[src/rtl/dmart_consts.svh]
`ifndef DMART_CONSTS_SVH
`define DMART_CONSTS_SVH
// register byte offsets
`define DMART_CFG0_OFF 8'h00
`define DMART_CFG1_OFF 8'h04
`define DMART_SRC_OFF 8'h08
`define DMART_DST_OFF 8'h0c
`define DMART_PBOFF_OFF 8'h10
`define DMART_CTRL_OFF 8'h14
`define DMART_STAT_OFF 8'h18
`define DMART_LEFT_OFF 8'h1c
// control bits
`define DMART_CTRL_START 0
`define DMART_CTRL_CLR 1
`define DMART_CTRL_BUFMODE 2
`define DMART_CTRL_UNMASK 3
`define DMART_CTRL_ENABLE 8
`define DMART_CTRL_RST 32'h0000_0000
// descriptor field codes and error bits
`define DMART_BUS_PB 2'h2
`define DMART_INCR_LIN 2'h1
`define DMART_ERR_RETRY 0
`define DMART_ERR_BD 4
// axi responses
`define DMART_OKAY 2'h0
`define DMART_SLVERR 2'h2
`endif

[src/rtl/dmart_pkg.sv]
package dmart_pkg;
    // first descriptor configuration word
    typedef struct packed {
        logic buffer_check_enable;
        logic buffer_available;
        logic bd_next;
        logic [1:0] rsv0;
        logic [2:0] subchan;
        logic rsv1;
        logic [1:0] dst_incr;
        logic [2:0] dst_size;
        logic [1:0] dst_bus;
        logic rsv2;
        logic [1:0] src_incr;
        logic [2:0] src_size;
        logic [1:0] src_bus;
        logic [3:0] retry_limit;
        logic self_retry_enable;
        logic lock;
        logic split;
        logic eol;
    } dmart_cfg0_t;
    // what the bus masters are told for the current burst
    typedef struct packed {
        logic active;
        logic split;
        logic phase;
        logic [1:0] src_bus;
        logic [1:0] dst_bus;
        logic [31:0] src_addr;
        logic [31:0] dst_addr;
    } dmart_xfer_t;
    typedef enum logic [1:0] {S_IDLE, S_BURST, S_FROZEN} dmart_state_t;
endpackage

[src/rtl/dmart_ctrl.sv]
// How it works
// - without self-retry, retry drops request bit
// - request pin high resumes at retried burst
// - source end-of-data releases bus, reports it
// - end-of-data ends transaction, sets done too
// - clear-done command also clears end-of-data
// - unavailable checked buffer terminates at once
// - unavailable buffer sets error bit four
// - no automatic recovery after descriptor error
// - data moves only in full-width words
// - each descriptor supplies its own sizes
// - counters and addresses wrap in 16 bits
// - same-bus transfers always run split
// - packet buffer starts at channel offset
// - channel numbers stable through each burst
// - self-retry counts, over limit freezes
// - check enable bit 31, available bit 30
`include "dmart_consts.svh"
module dmart_ctrl import dmart_pkg::*; #(
    parameter int BUS_BYTES = 4
) (
    // clock, reset, enable
    input wire logic aclk,
    input wire logic aresetn,
    input wire logic ce,
    // axi4-lite slave
    input wire logic [7:0] s_axi_awaddr,
    input wire logic s_axi_awvalid,
    output logic s_axi_awready,
    input wire logic [31:0] s_axi_wdata,
    input wire logic [3:0] s_axi_wstrb,
    input wire logic s_axi_wvalid,
    output logic s_axi_wready,
    output logic [1:0] s_axi_bresp,
    output logic s_axi_bvalid,
    input wire logic s_axi_bready,
    input wire logic [7:0] s_axi_araddr,
    input wire logic s_axi_arvalid,
    output logic s_axi_arready,
    output logic [31:0] s_axi_rdata,
    output logic [1:0] s_axi_rresp,
    output logic s_axi_rvalid,
    input wire logic s_axi_rready,
    // peripheral handshake pins
    input wire logic dma_req,
    output logic dma_ack,
    // engine events, same clock
    input wire logic eng_retry,
    input wire logic eng_eod,
    input wire logic eng_beat,
    // burst control and tags
    output dmart_xfer_t xfer,
    output logic [3:0] actchan,
    output logic [2:0] subchan,
    output logic chan_error
);
    localparam logic [15:0] STEP = 16'(BUS_BYTES);

    // widest-bus word size must be a power of two from 1 to 16 bytes
    if (BUS_BYTES < 1 || BUS_BYTES > 16 || (BUS_BYTES & (BUS_BYTES - 1)) != 0) begin : g_chk
        $error("dmart_ctrl: BUS_BYTES unsupported");
    end

    dmart_cfg0_t cfg0_q;
    logic [31:0] cfg1_q, src_q, dst_q, pboff_q, ctrl_q;
    logic [7:0] awaddr_q;
    logic [31:0] wdata_q;
    logic aw_have_q, w_have_q, wfire, wctrl;
    logic req_s1_q, req_s2_q;
    dmart_state_t state_q;
    logic req_q, done_q, eod_q, hw_q, started_q;
    logic [4:0] err_q;
    logic [3:0] retry_cnt_q;
    logic [15:0] xfer_left_q, burst_left_q, xbase_q, bsize_q;
    logic [31:0] sbase_q, dbase_q;
    logic term_eod, term_bd, sw_start, sw_clr, go_split;

    // request pin crosses in from outside the clock domain
    always_ff @(posedge aclk) begin
        if (!aresetn) begin
            req_s1_q <= 1'b0;
            req_s2_q <= 1'b0;
        end else if (ce) begin
            req_s1_q <= dma_req;
            req_s2_q <= req_s1_q;
        end
    end

    // write side: address and data are taken in either order
    assign wfire = aw_have_q && w_have_q && !s_axi_bvalid;
    assign wctrl = wfire && awaddr_q == `DMART_CTRL_OFF;
    assign sw_start = wctrl && wdata_q[`DMART_CTRL_START];
    assign sw_clr = wctrl && wdata_q[`DMART_CTRL_CLR];

    always_ff @(posedge aclk) begin
        if (!aresetn) begin
            s_axi_awready <= 1'b0;
            s_axi_wready <= 1'b0;
            s_axi_bvalid <= 1'b0;
            s_axi_bresp <= `DMART_OKAY;
            aw_have_q <= 1'b0;
            w_have_q <= 1'b0;
            awaddr_q <= 8'h00;
            wdata_q <= 32'h0000_0000;
            cfg0_q <= '0;
            cfg1_q <= 32'h0000_0000;
            src_q <= 32'h0000_0000;
            dst_q <= 32'h0000_0000;
            pboff_q <= 32'h0000_0000;
            ctrl_q <= `DMART_CTRL_RST;
        end else if (ce) begin
            s_axi_awready <= !aw_have_q && !s_axi_awready ? !s_axi_bvalid : s_axi_awready;
            s_axi_wready <= !w_have_q && !s_axi_wready ? !s_axi_bvalid : s_axi_wready;
            if (s_axi_awvalid && s_axi_awready) begin
                aw_have_q <= 1'b1;
                s_axi_awready <= 1'b0;
                awaddr_q <= s_axi_awaddr;
            end
            if (s_axi_wvalid && s_axi_wready) begin
                w_have_q <= 1'b1;
                s_axi_wready <= 1'b0;
                wdata_q <= s_axi_wdata;
            end
            if (s_axi_bvalid && s_axi_bready) begin
                s_axi_bvalid <= 1'b0;
            end
            if (wfire) begin
                aw_have_q <= 1'b0;
                w_have_q <= 1'b0;
                s_axi_bvalid <= 1'b1;
                s_axi_bresp <= awaddr_q[7:5] == 3'h0 && awaddr_q[1:0] == 2'h0 ? `DMART_OKAY : `DMART_SLVERR;
                // strobes are all-or-nothing: descriptor words are never split
                if (s_axi_wstrb == 4'hf) begin
                    unique case (awaddr_q)
                        `DMART_CFG0_OFF: cfg0_q <= wdata_q;
                        `DMART_CFG1_OFF: cfg1_q <= wdata_q;
                        `DMART_SRC_OFF: src_q <= wdata_q;
                        `DMART_DST_OFF: dst_q <= wdata_q;
                        `DMART_PBOFF_OFF: pboff_q <= wdata_q;
                        `DMART_CTRL_OFF: ctrl_q <= wdata_q & 32'h0000_01fc; // start and clear are pulses
                        default: ;
                    endcase
                end
            end
        end
    end

    // read side: one-cycle answer, unmapped words read zero with an error
    always_ff @(posedge aclk) begin
        if (!aresetn) begin
            s_axi_arready <= 1'b0;
            s_axi_rvalid <= 1'b0;
            s_axi_rdata <= 32'h0000_0000;
            s_axi_rresp <= `DMART_OKAY;
        end else if (ce) begin
            s_axi_arready <= !s_axi_rvalid && !(s_axi_arvalid && s_axi_arready);
            if (s_axi_rvalid && s_axi_rready) begin
                s_axi_rvalid <= 1'b0;
            end
            if (s_axi_arvalid && s_axi_arready) begin
                s_axi_rvalid <= 1'b1;
                s_axi_rresp <= `DMART_OKAY;
                unique case (s_axi_araddr)
                    `DMART_CFG0_OFF: s_axi_rdata <= cfg0_q;
                    `DMART_CFG1_OFF: s_axi_rdata <= cfg1_q;
                    `DMART_SRC_OFF: s_axi_rdata <= src_q;
                    `DMART_DST_OFF: s_axi_rdata <= dst_q;
                    `DMART_PBOFF_OFF: s_axi_rdata <= pboff_q;
                    `DMART_CTRL_OFF: s_axi_rdata <= ctrl_q;
                    `DMART_STAT_OFF: s_axi_rdata <= {12'h000, retry_cnt_q, 3'h0, err_q, 4'h0,
                        state_q == S_FROZEN, eod_q, done_q, req_q};
                    `DMART_LEFT_OFF: s_axi_rdata <= {16'h0000, xfer_left_q};
                    default: begin
                        s_axi_rdata <= 32'h0000_0000;
                        s_axi_rresp <= `DMART_SLVERR;
                    end
                endcase
            end
        end
    end

    // termination causes; end-of-data outranks a retry in the same cycle
    assign term_eod = state_q == S_BURST && eng_eod;
    assign term_bd = state_q == S_IDLE && req_q && !started_q && ctrl_q[`DMART_CTRL_BUFMODE]
        && cfg0_q.buffer_check_enable && !cfg0_q.buffer_available;
    assign go_split = cfg0_q.split || cfg0_q.src_bus == cfg0_q.dst_bus;

    // channel engine: status flags, counters and burst sequencing
    always_ff @(posedge aclk) begin
        if (!aresetn || (ce && !ctrl_q[`DMART_CTRL_ENABLE])) begin
            state_q <= S_IDLE;
            req_q <= 1'b0;
            done_q <= 1'b0;
            eod_q <= 1'b0;
            hw_q <= 1'b0;
            started_q <= 1'b0;
            err_q <= 5'h00;
            retry_cnt_q <= 4'h0;
            xfer_left_q <= 16'h0000;
            burst_left_q <= 16'h0000;
            xbase_q <= 16'h0000;
            bsize_q <= 16'h0000;
            sbase_q <= 32'h0000_0000;
            dbase_q <= 32'h0000_0000;
            xfer <= '0;
            actchan <= 4'h0;
            subchan <= 3'h0;
            dma_ack <= 1'b0;
            chan_error <= 1'b0;
        end else if (ce) begin
            chan_error <= |err_q;
            // clears first so that a same-cycle set below wins
            if (sw_clr) begin
                done_q <= 1'b0;
                eod_q <= 1'b0;
            end
            // withdrawing the pin ends the acknowledge and the done state
            if (hw_q && !req_s2_q && !req_q) begin
                hw_q <= 1'b0;
                dma_ack <= 1'b0;
                done_q <= 1'b0;
                eod_q <= 1'b0;
            end
            if (sw_start && state_q == S_IDLE) begin
                req_q <= 1'b1;
            end
            // a high pin starts a transfer, or resumes the retried burst
            if (ctrl_q[`DMART_CTRL_UNMASK] && req_s2_q && state_q == S_IDLE && !req_q && !done_q) begin
                req_q <= 1'b1;
                hw_q <= 1'b1;
            end
            unique case (state_q)
                S_IDLE: begin
                    if (term_bd) begin
                        done_q <= 1'b1;
                        req_q <= 1'b0;
                        err_q[`DMART_ERR_BD] <= 1'b1;
                        dma_ack <= hw_q;
                    end else if (req_q && !started_q) begin
                        // fresh descriptor: sizes come from it alone
                        started_q <= 1'b1;
                        retry_cnt_q <= 4'h0;
                        xfer_left_q <= cfg1_q[15:0];
                        xbase_q <= cfg1_q[15:0];
                        bsize_q <= cfg1_q[31:16];
                        burst_left_q <= cfg1_q[31:16] < cfg1_q[15:0] ? cfg1_q[31:16] : cfg1_q[15:0];
                        sbase_q <= cfg0_q.src_bus == `DMART_BUS_PB ? pboff_q : src_q;
                        dbase_q <= cfg0_q.dst_bus == `DMART_BUS_PB ? pboff_q : dst_q;
                        xfer.src_addr <= cfg0_q.src_bus == `DMART_BUS_PB ? pboff_q : src_q;
                        xfer.dst_addr <= cfg0_q.dst_bus == `DMART_BUS_PB ? pboff_q : dst_q;
                        xfer.phase <= 1'b0;
                    end else if (req_q) begin
                        // tags settle in the cycle the burst starts and stay put through it
                        state_q <= S_BURST;
                        xfer.active <= 1'b1;
                        xfer.split <= go_split;
                        xfer.src_bus <= cfg0_q.src_bus;
                        xfer.dst_bus <= cfg0_q.dst_bus;
                        actchan <= ctrl_q[7:4];
                        subchan <= cfg0_q.subchan;
                    end
                end
                S_BURST: begin
                    if (term_eod) begin
                        state_q <= S_IDLE;
                        xfer.active <= 1'b0;
                        started_q <= 1'b0;
                        done_q <= 1'b1;
                        eod_q <= 1'b1;
                        req_q <= 1'b0;
                        dma_ack <= hw_q;
                    end else if (eng_retry) begin
                        // rewind to the start of the burst being retried
                        state_q <= S_IDLE;
                        xfer.active <= 1'b0;
                        xfer_left_q <= xbase_q;
                        burst_left_q <= bsize_q < xbase_q ? bsize_q : xbase_q;
                        xfer.src_addr <= sbase_q;
                        xfer.dst_addr <= dbase_q;
                        xfer.phase <= 1'b0;
                        if (!cfg0_q.self_retry_enable) begin
                            req_q <= 1'b0;
                        end else if (retry_cnt_q >= cfg0_q.retry_limit) begin
                            state_q <= S_FROZEN;
                            err_q[`DMART_ERR_RETRY] <= 1'b1;
                        end else begin
                            retry_cnt_q <= retry_cnt_q + 4'h1;
                        end
                    end else if (eng_beat) begin
                        // one full-width word per beat; only the low 16 bits count
                        if (cfg0_q.src_incr == `DMART_INCR_LIN && !(xfer.split && xfer.phase)) begin
                            xfer.src_addr[15:0] <= xfer.src_addr[15:0] + STEP;
                        end
                        if (cfg0_q.dst_incr == `DMART_INCR_LIN && !(xfer.split && !xfer.phase)) begin
                            xfer.dst_addr[15:0] <= xfer.dst_addr[15:0] + STEP;
                        end
                        if (!xfer.split || xfer.phase) begin
                            xfer_left_q <= xfer_left_q - STEP;
                        end
                        burst_left_q <= burst_left_q - STEP;
                        if (burst_left_q <= STEP) begin
                            state_q <= S_IDLE;
                            xfer.active <= 1'b0;
                            if (xfer.split && !xfer.phase) begin
                                // source half done, go back round for the destination half
                                xfer.phase <= 1'b1;
                                burst_left_q <= bsize_q < xfer_left_q ? bsize_q : xfer_left_q;
                            end else if (xfer_left_q <= STEP) begin
                                started_q <= 1'b0;
                                req_q <= 1'b0;
                                done_q <= 1'b1;
                                dma_ack <= hw_q;
                            end else begin
                                // new burst base so a retry rewinds only this burst
                                xfer.phase <= 1'b0;
                                xbase_q <= xfer_left_q - STEP;
                                burst_left_q <= bsize_q < xfer_left_q - STEP ? bsize_q : xfer_left_q - STEP;
                                sbase_q <= xfer.split ? xfer.src_addr : {xfer.src_addr[31:16], xfer.src_addr[15:0]
                                    + (cfg0_q.src_incr == `DMART_INCR_LIN ? STEP : 16'h0000)};
                                dbase_q <= {xfer.dst_addr[31:16], xfer.dst_addr[15:0]
                                    + (cfg0_q.dst_incr == `DMART_INCR_LIN ? STEP : 16'h0000)};
                            end
                        end
                    end
                end
                // held until software disables the channel: no recovery of its own
                S_FROZEN: ;
            endcase
        end
    end

    // checks
    eod_sets_done_a: assert property (@(posedge aclk) disable iff (!aresetn)
        ce && ctrl_q[`DMART_CTRL_ENABLE] && term_eod |=> done_q && eod_q && !req_q && !xfer.active)
        else $error("end-of-data did not finish the transaction");
    clear_both_a: assert property (@(posedge aclk) disable iff (!aresetn)
        ce && sw_clr && ctrl_q[`DMART_CTRL_ENABLE] && !term_eod && !term_bd && !eng_beat |=> !eod_q)
        else $error("clear-done left end-of-data set");
    buffer_term_a: assert property (@(posedge aclk) disable iff (!aresetn)
        ce && ctrl_q[`DMART_CTRL_ENABLE] && term_bd |=> done_q && !req_q && err_q[`DMART_ERR_BD] && state_q == S_IDLE)
        else $error("unavailable buffer not terminated");
    hw_retry_a: assert property (@(posedge aclk) disable iff (!aresetn)
        ce && ctrl_q[`DMART_CTRL_ENABLE] && state_q == S_BURST && eng_retry && !eng_eod
        && !cfg0_q.self_retry_enable |=> !req_q && !xfer.active)
        else $error("hardware retry kept the request");
    retry_freeze_a: assert property (@(posedge aclk) disable iff (!aresetn)
        ce && ctrl_q[`DMART_CTRL_ENABLE] && state_q == S_BURST && eng_retry && !eng_eod
        && cfg0_q.self_retry_enable && retry_cnt_q >= cfg0_q.retry_limit
        |=> state_q == S_FROZEN && err_q[`DMART_ERR_RETRY])
        else $error("retry limit did not freeze the channel");
    tags_stable_a: assert property (@(posedge aclk) disable iff (!aresetn)
        xfer.active && $past(xfer.active) |-> $stable(actchan) && $stable(subchan))
        else $error("channel tags moved inside a burst");
    addr_wrap_a: assert property (@(posedge aclk) disable iff (!aresetn)
        ce && state_q == S_BURST && eng_beat && !eng_retry && !eng_eod |=> $stable(xfer.src_addr[31:16]))
        else $error("address carried past bit 15");
    early_ack_a: assert property (@(posedge aclk) disable iff (!aresetn)
        ce && ctrl_q[`DMART_CTRL_ENABLE] && hw_q && (term_eod || term_bd) |=> dma_ack)
        else $error("early termination not acknowledged");
endmodule // dmart_ctrl

[config.mk]
export PLATFORM = sky130hd
export DESIGN_NAME = dmart_ctrl
export DESIGN_NICKNAME = d
export VERILOG_FILES = /design/src/rtl/dmart_pkg.sv /design/src/rtl/dmart_ctrl.sv
export VERILOG_INCLUDE_DIRS = /design/src /design/src/rtl
export SDC_FILE = /design/constraint.sdc
export NUM_CORES = 1
export LEC_CHECK = 0
export BUFFER_PORTS_ARGS = -buffer_cell sky130_fd_sc_hd__buf_4
export CORE_UTILIZATION = 55
export DETAILED_ROUTE_END_ITERATION = 10
export PLACE_DENSITY = 0.82
export SYNTH_ARGS = -nofsm -noshare
export SYNTH_HDL_FRONTEND = slang
export SYNTH_SLANG_ARGS = --single-unit
[constraint.sdc]
create_clock -name aclk -period 5.5 [get_ports aclk]
set_input_delay 1.1 -clock aclk [delete_from_list [all_inputs] [get_ports aclk]]
set_output_delay 1.1 -clock aclk [all_outputs]
set_load 0.005 [all_outputs]
### Yosys cells after proc, flatten, opt, wreduce, memory -nomap -nowiden

Index checks and enable logic that the tools add are counted.

| storage, ports and cells | value |
|---|---|
| input port bits | 64 |
| logic and storage cells | 384 |
| output and inout bits | 121 |
| register bits | 473 |

| cells by class | value |
|---|---|
| reductions and logical operators | 100 |
| multiplexer cells | 156 |
| bitwise gates (word level) | 3 |
| magnitude comparators | 7 |
| equal/unequal tests | 46 |
| $add $sub $neg | 7 |

Operators by type and width:

| kind | count |
|---|---|
| 32-bit two-way mux | 18 |
| 16-bit two-way mux | 33 |
| 32-bit one-hot mux with 8 select lines | 1 |
| 64-bit two-way mux | 2 |
| 32-bit one-hot mux with 2 select lines | 2 |
| 64-bit one-hot mux with 2 select lines | 1 |
| 16-bit one-hot mux with 2 select lines | 3 |
| 71-bit two-way mux | 1 |
| 16-bit less-than comparator | 4 |
| 1-bit two-way mux | 64 |
| 8-bit by 5-bit equality test with 1-bit output (second input constant) | 6 |
| 1-bit logical AND | 33 |
| 16-bit by 3-bit adder with 16-bit output | 2 |
| 16-bit by 3-bit adder with 16-bit output (second input constant) | 2 |
| 8-bit by 4-bit equality test with 1-bit output (second input constant) | 4 |
| 16-bit by 3-bit less-or-equal comparator with 1-bit output (second input constant) | 2 |
| 4-bit two-way mux | 8 |
| 16-bit by 3-bit subtractor with 16-bit output (second input constant) | 2 |
| 4-bit AND reduction | 7 |
| 7-bit AND reduction | 4 |
| 2-bit two-way mux | 13 |
| 2-bit inequality test (second input constant) | 11 |
| 2-bit AND reduction | 11 |
| 1-bit logical NOT | 18 |
| 30 further kinds | 67 |

### Depth between registers and ports, before layout

Gate-level depths: netlist of run 1.

| logic depth | value |
|---|---|
| depth after elaboration | 14 |
| gate-level depth with buffers | 15 |
| depth with buffers taken out | 13 |

### Worst setup path before layout of run 1

OpenSTA, ideal clock, no wires.

| timing path | value |
|---|---|
| path kind | reg2reg |
| from | reg xfer_left_q[4] |
| to | reg burst_left_q[11] |
| path buffers | 2 |
| slack | 2.205 ns |
| period minus slack after synthesis | 3.295 ns |
| cell stages (with the launch flop) | 14 |
| arrival time | 3.162 ns |
| required time | 5.368 ns |
| library setup time | 0.132 ns |
| cell sequence | dfxtp_1 -> clkbuf_1 -> nor4_4 -> nand2_1 -> nand4b_1 -> xnor2_1 -> ha_1 -> nand3_1 -> o41ai_2 -> or2_2 -> clkbuf_1 -> a21oi_1 -> a211oi_1 -> a21oi_1 |

| between the ends | value |
|---|---|
| longest elaborated chain between the ends | 10 |
| elaborated cells between the ends (all ways) | 13 |
| those cells by class | add/sub (1); order compare (3); mux (9) |

Ends and longest elaborated chain:

| what | line | text |
|---|---|---|
| start, declared | dmart_ctrl.sv:74 | `logic [15:0] xfer_left_q, burst_left_q, xbase_q, bsize_q;` |
| start signal, assigned | dmart_ctrl.sv:243 | `xfer_left_q <= cfg1_q[15:0];` |
| start signal, assigned | dmart_ctrl.sv:276 | `xfer_left_q <= xbase_q;` |
| start signal, assigned | dmart_ctrl.sv:298 | `xfer_left_q <= xfer_left_q - STEP;` |
| 16-bit by 3-bit subtractor with 16-bit output | dmart_ctrl.sv:317 | `burst_left_q <= bsize_q < xfer_left_q - STEP ? bsize_q : xfer_left_q - STEP;` |
| 16-bit less-than comparator | dmart_ctrl.sv:317 |  |
| 16-bit two-way mux | dmart_ctrl.sv:317 |  |
| 16-bit two-way mux | dmart_ctrl.sv:308 | `end else if (xfer_left_q <= STEP) begin` |
| 16-bit two-way mux * | dmart_ctrl.sv:304 | `if (xfer.split && !xfer.phase) begin` |
| 16-bit two-way mux * | dmart_ctrl.sv:301 | `if (burst_left_q <= STEP) begin` |
| 16-bit two-way mux * | dmart_ctrl.sv:289 | `end else if (eng_beat) begin` |
| 16-bit two-way mux * | dmart_ctrl.sv:272 | `end else if (eng_retry) begin` |
| 16-bit two-way mux * | dmart_ctrl.sv:264 | `if (term_eod) begin` |
| 16-bit one-hot mux with 2 select lines * | dmart_ctrl.sv:232 | `unique case (state_q)` |
| end signal, assigned | dmart_ctrl.sv:246 | `burst_left_q <= cfg1_q[31:16] < cfg1_q[15:0] ? cfg1_q[31:16] : cfg1_q[15:0];` |
| end signal, assigned | dmart_ctrl.sv:277 | `burst_left_q <= bsize_q < xbase_q ? bsize_q : xbase_q;` |
| end signal, assigned | dmart_ctrl.sv:300 | `burst_left_q <= burst_left_q - STEP;` |
| end, declared | dmart_ctrl.sv:74 |  |

Mark *: on every way between the ends. The rest lies on a longest branch, timed or not. The select of a mux whose other input is x is not followed.
A chain may end at the register's enable or synchronous reset.

### Final worst setup path of run 1

| timing path | value |
|---|---|
| from | reg xfer_left_q[2] |
| to | reg burst_left_q[0] |

The elaborated chain is that of the path after synthesis.

==> flow_summary.toml, run 1 <==
[status]
outcome = "completed"

[synth]
synth_xor_area_share_pct = 1.88
yosysWarnings = 0
ys_types = 73
synth_edf_count = 0
syn_area_um2 = 24700
synth.top_cells.by_area = "dfxtp_1 38%, nand2_1 10%, mux2i_1 6.0%, a21oi_1 5.7%, a21boi_0 5.0%"
synth-simple-area-share_pct = 20.3
synth.avg_cell_area_um2 = 7.87
netlist_instances = 3139
synth_top_family_by_area = "compound AO/OA/AOI/OAI gates"
muxShareOfSynthArea_pct = 6.36
ys_seq_area_share_pct = 38.2
ys_ff_latch = 471
yosysTopAreaCell = "dfxtp_1"
synthAdderAreaFrac_pct = 3.75
synth_top_flop_cell = "dfxtp_1"
postSynth.asyncResetShare_pct = 0
synth_top_area_share_pct = 38.2
synth-compound-area-share_pct = 24.4

[cts]
clockBufferDepth = 3
h-tree-depth = 2
clock_latency_ps = 630
cts_tree = "yes"
postCtsSetupBuffers = 0
cts_buffers = 50
clockRootBuffer = "clkbuf_16"
cts_hold_buffers = 0
clock-sinks = 471
post_cts_resized = 0
path_clk_slew_ps = 60

[cells_and_area]
area_growth_pct = 12.7
layout_common_cells = "680 x nand2_1, 471 x dfxtp_1, 281 x a21oi_1, 222 x buf_4, 167 x nor2_1"
finalNonFillerCells = 3800
final_common_cell = "nand2_1"
nets = 3310
fillers = 3780
drive_above_1_share_pct = 10.8
num_antenna_cells = 0

[die]
ioPinCount = 185
core_um2 = 44200
dieArea_um2 = 45800
rows = 77
die_h_um = 214
start_util_pct = 55.8
die_w_um = 214

[route]
viasPerCell = 6.46
ant_nets = 0
drc = 0
drtPass1Iterations = 8
vias = 24529
drt-total-wl_um = 89000
wl_per_cell_um = 23.4
drt_iter0_markers = 2994

[critical_path]
critPathRequiredTime_ps = 5960
reg2reg_slack_ps = 1600
r2r-start = "xfer_left_q[2]"
crit_family = "compound AO/OA/AOI/OAI gates"
r2r_end = "burst_left_q[0]"
worstPathCellList = "inv_1 -> ha_1 -> and3_1 -> xnor2_1 -> ha_1 -> o21ai_0 -> nor2_1 -> a211oi_1 -> o41ai_2 -> buf_4 -> o31ai_1 -> mux2_2 -> a21oi_1 -> a21oi_1"
startpoint = "xfer_left_q[2]"
crit_fanout = 14
reg2reg_depth = 14
worst_ep_arrival_time_ps = 4360
crit_buf_inv = 2
worstSetupPathType = "flip-flop to flip-flop"
slowest_stage = "dfxtp_1"
crit_path_end_kind = "flip-flop"
critPathLaunchType = "flip-flop"
slowest_delay_ps = 570

[sta]
finClkSkew_ps = 47.7
worstMarginPinSlew_ps = 1330
finalSetupTns_ps = 0
finalHoldViolations = 0
final_max_slew_viol_count = 0
finalCriticalPeriod_ps = 3900
slew_headroom_pct = 11.1
timing.fmax_mhz = 256
fin_hold_ws_ps = 448
grt_setup_unrepaired = "false"
setup_viol = 0
period_share_pct = 71.0

[placed_design]
placedCellCount = 3712
portBuffers = 182
gp_congestion = 1.02
dp_hpwl_um = 60400

[grt]
grt_pass1_wl_um = 136000
antenna_found_initial = 1
grt_pass1_vias = 23175
track_usage_pct = 37.7
grt_max_degree = 156
grt-ovfl-total = 0

[flow_run]
cap_viol_max_count = 0

[worst_hold_path]
holdPathEnd = "actchan[2]"
hp-class = "flip-flop to flip-flop"
whs_path_depth = 2
min_from = "ctrl_q[6]"

[power_and_ir_drop]
peakVddDrop_uv = 335
p_total_mw = 6.94
power_density_nw_per_um2 = 249
leakage_nw = 10.3
[layout make-up]
class	count	area [µm²]	share of cell area (%)
clock buffer	77	1480	5.33
timing repair buffer	226	1750	6.27
tap	592	741	2.66
inverter	59	221	0.796
multi-input combinational	2364	14100	50.7
sequential	471	9430	33.9
clock inverter	11	101	0.364
[stage by stage]
step	utilization, %	setup slack (ps)	area (µm²)
floorplan	-	2210	24700
global placement	59.4	1640	26300
detailed placement	59.4	1350	26300
CTS	63.0	1630	27800
global route	63.0	1310	27800
finish	63.0	1600	27800
[where the power goes]
group	total, mW	leakage, nW	switching [mW]	internal (mW)
combinational	0.187	5.76	0.111	0.0761
clock	3.31	0.779	1.45	1.86
sequential	3.45	3.79	0.0225	3.42
total	6.94	10.3	1.58	5.36
[synth_stat cells (9+ instances only)]
library cell and count:
nor4_1 10, buf_2 27, nor3_1 93, dfxtp_1 471, nand2b_1 13, inv_1 59, o31ai_1 9, mux2i_1 149
o211ai_1 83, a311oi_1 11, ha_1 74, a31oi_1 35, nor2b_1 86, buf_1 14, xor2_1 23, nor2_1 171
a211oi_1 69, xnor2_1 30, clkbuf_1 191, a22oi_1 68, buf_6 10, nand3_1 40, a21oi_1 283, nand4_1 16
o22ai_1 15, o21ai_0 109, nand2_1 680, a21boi_0 164, a222oi_1 16, and3_1 13
[per-layer routing]
| metal | vias to the layer above | part of all wire (%) | GRT usage, % |
|---|---|---|---|
| li1 | 11136 | - | - |
| met1 | 11656 | 39 | 47.8 |
| met2 | 1413 | 44 | 59.0 |
| met3 | 322 | 10 | 7.80 |
| met4 | 2 | 6.8 | 22.4 |
| met5 | - | 0.016 | 0 |
[sequential cells by signal, indices dropped and copies added, names as in the netlist, 2 cells and up]
register / flops
actchan: 4
awaddr_q: 8
bsize_q: 16
burst_left_q: 16
cfg0_q: 32
cfg1_q: 32
ctrl_q: 7
dbase_q: 32
dst_q: 32
err_q: 2
pboff_q: 32
retry_cnt_q: 4
s_axi_rdata: 32
sbase_q: 32
src_q: 32
state_q: 2
subchan: 3
wdata_q: 32
xbase_q: 16
xfer: 71
xfer_left_q: 16
[worst min-delay path: cells and delay by family, from the launching register on]
family | cells | cell delay (ps)
AO/OA/AOI/OAI | 1 | 50
AND/OR/NAND/NOR | 1 | 60
flip-flops | 1 | 330
[how the worst max path moves through the flow]
stage	endpoint	slack (ps)	cells past startpoint
2_1_floorplan	burst_left_q[11]	2210	13
3_3_place_gp	xfer[45]	1640	11
3_5_place_dp	dst_q[19]	1350	9
4_1_cts	burst_left_q[0]	1630	14
5_1_grt	burst_left_q[0]	1310	14
6_report	burst_left_q[0]	1600	14
[cells by family after synthesis]
| family | count (synthesis) |
|---|---|
| buffers and inverters | 305 |
| other | 1 |
| AND/OR/NAND/NOR | 1155 |
| adder cells (fa/ha/maj) | 74 |
| AO/OA/AOI/OAI | 924 |
| flip-flops | 471 |
| multiplexers | 156 |
| XOR/XNOR | 53 |
Power figures use the tool's default switching activity.
==> run 2: changes to the inputs <==
- PLACE_DENSITY: 0.82 -> 0.85
- clock period: 5.5 -> 3.2 ns (I/O delays scaled with it)
==> run 2 against run 1 <==
  * Power rose by 75%
  * Combinational power rose by 73%
  * Sequential share of layout area fell by 1.2 points
  * Wire length fell by 0.74%
  * Register-to-register slack got worse by 1500 ps
  * Non-clock buffer count rose by 99
  * Clock skew fell by 30 ps
  * Via count rose by 1.1%
  * First-iteration DRC count rose by 20%
  * Sequential cell count did not move
==> flow_summary.toml, run 2 (synthesis gave the netlist of run 1 again) <==
[cells_and_area]
largest-register = "xfer"
final_common_cell = "nand2_1"
layout_common_cells = "679 x nand2_1, 470 x dfxtp_1, 309 x buf_4, 280 x a21oi_1, 168 x nor2_1"
num_antenna_cells = 0
finalInstanceArea_um2 = 28800
drive_above_1_share_pct = 13.7
fillers = 3663
finalNonFillerCells = 3898
area_growth_pct = 16.7
largest_reg_flops = 71
nets = 3409

[route]
vias = 24796
ant_nets = 0
drc = 0
drt_iter0_markers = 3601
drt-total-wl_um = 88300
wl_per_cell_um = 22.7
drtPass1Iterations = 8
viasPerCell = 6.36

[grt]
grt_pass1_wl_um = 135000
grt-ovfl-total = 0
track_usage_pct = 37.4
antenna_found_initial = 0
grt_max_degree = 174
grt_pass1_vias = 22940

[power_and_ir_drop]
leakage_nw = 11.0
power_density_nw_per_um2 = 421
peakVddDrop_uv = 445

[critical_path]
worst_ep_arrival_time_ps = 3530
reg2reg_depth = 13
crit_path_frequent_cell = "a21oi_1"
slowest_stage = "mux2_2"
critPathRequiredTime_ps = 3670
crit_fanout = 8
slowest_delay_ps = 370
worstPathCellList = "nor4_4 -> buf_4 -> nand3_1 -> xnor2_1 -> ha_1 -> a211oi_1 -> o21bai_1 -> a21oi_1 -> nor2_1 -> o31ai_2 -> mux2_2 -> a21oi_1 -> a21oi_1"
crit_path_end_kind = "flip-flop"
critPathLaunchType = "flip-flop"
worstSetupPathType = "flip-flop to flip-flop"

[flow_run]
cap_viol_max_count = 0

[cts]
cts_hold_buffers = 0
cts_buffers = 50
cts_tree = "yes"
clock_latency_ps = 610
h-tree-depth = 2
clock-sinks = 471
clockBufferDepth = 3
path_clk_slew_ps = 60
clockRootBuffer = "clkbuf_16"

[die]
die_w_um = 214
rows = 77
start_util_pct = 55.8
die_h_um = 214
ioPinCount = 185
dieArea_um2 = 45800
core_um2 = 44200

[worst_hold_path]
hp-class = "primary input to flip-flop"
whs_path_depth = 3

[placed_design]
portBuffers = 182
dp_hpwl_um = 60300
placedCellCount = 3809
placed_cell_area_um2 = 27100
pre_cts_ws_ps = -11.0
gp_congestion = 1.04

[sta]
fin_hold_ws_ps = 290
grt_setup_unrepaired = "false"
finalCriticalPeriod_ps = 3060
finalSetupTns_ps = 0
slew_headroom_pct = 14.3
finalHoldViolations = 0
timing.fmax_mhz = 327
fin_ws_ps = 143
worstMarginPinSlew_ps = 1250
final_max_slew_viol_count = 0
period_share_pct = 95.5
finClkSkew_ps = 17.4
setup_viol = 0

[status]
outcome = "completed"
[run 2: cell types whose count changed in the layout (fill, tap and decap cells not counted), sizes merged]
| cell | change |
|---|---|
| buf | +99 |
| bufinv | +3 |
| clkbuf | -6 |
| clkinv | +1 |
| inv | +1 |
[run 2: worst paths after layout]
| path | startpoint | end | slack (ps) |
|---|---|---|---|
| worst max-delay path | xfer_left_q[7] | burst_left_q[0] | 140 |
| worst min-delay path | s_axi_wdata[4] | wdata_q[4] | 290 |
| worst max register to register | xfer_left_q[7] | burst_left_q[0] | 140 |
| worst min register to register | sbase_q[13] | sbase_q[13] | 450 |
[run 2: power breakdown]
part           switching [mW]  total (mW)  internal, mW  leakage (nW)
Clock                    2.50        5.89          3.38         0.806
Sequential             0.0391        5.92          5.88          3.79
Combinational           0.190       0.324         0.134          6.37
[run 2: metal layers]
metal  share of wire (%)  up-vias  GRT usage [%]
li1                    -    11342              -
met1                  38    11509           47.7
met2                  42     1579           55.9
met3                  12      366           9.58
met4                 7.7        0           24.8
met5                   0        -              0
[run 2: what timing repair did]
| action | 4_1_cts | 5_1_grt |
|---|---|---|
| setup endpoints to repair | 0 | 16 |
| gates resized for setup | 0 | 12 |
| setup buffers | 0 | 2 |
[run 2: through the flow]
stage | util [%] | power, mW
after CTS | 65.1 | 12.1
final | 65.2 | 12.1
after global routing | 65.2 | 12.4
after floorplan | - | 6.22
after detailed placement | 61.4 | 6.36
after global placement | 61.4 | 6.36
[run 2: area by class of cell]
class,count,area (µm²),area share [%]
multi-input combinational,2364,14200,49.1
sequential,471,9430,32.7
timing repair buffer,325,2630,9.13
clock buffer,71,1440,5.00
tap,592,741,2.57
inverter,59,221,0.768
clock inverter,16,195,0.677
[run 2: critical path: cells and delay by family (launching register included)]
kind                       cells  cell delay [ps]
adders and majority gates      1              290
muxes                          1              370
and+or+nand+nor                3              500
buffers and inverters          1              200
xor gates and xnor gates       1              230
DFF                            1              330
AOI/OAI and AO/OA              6              990
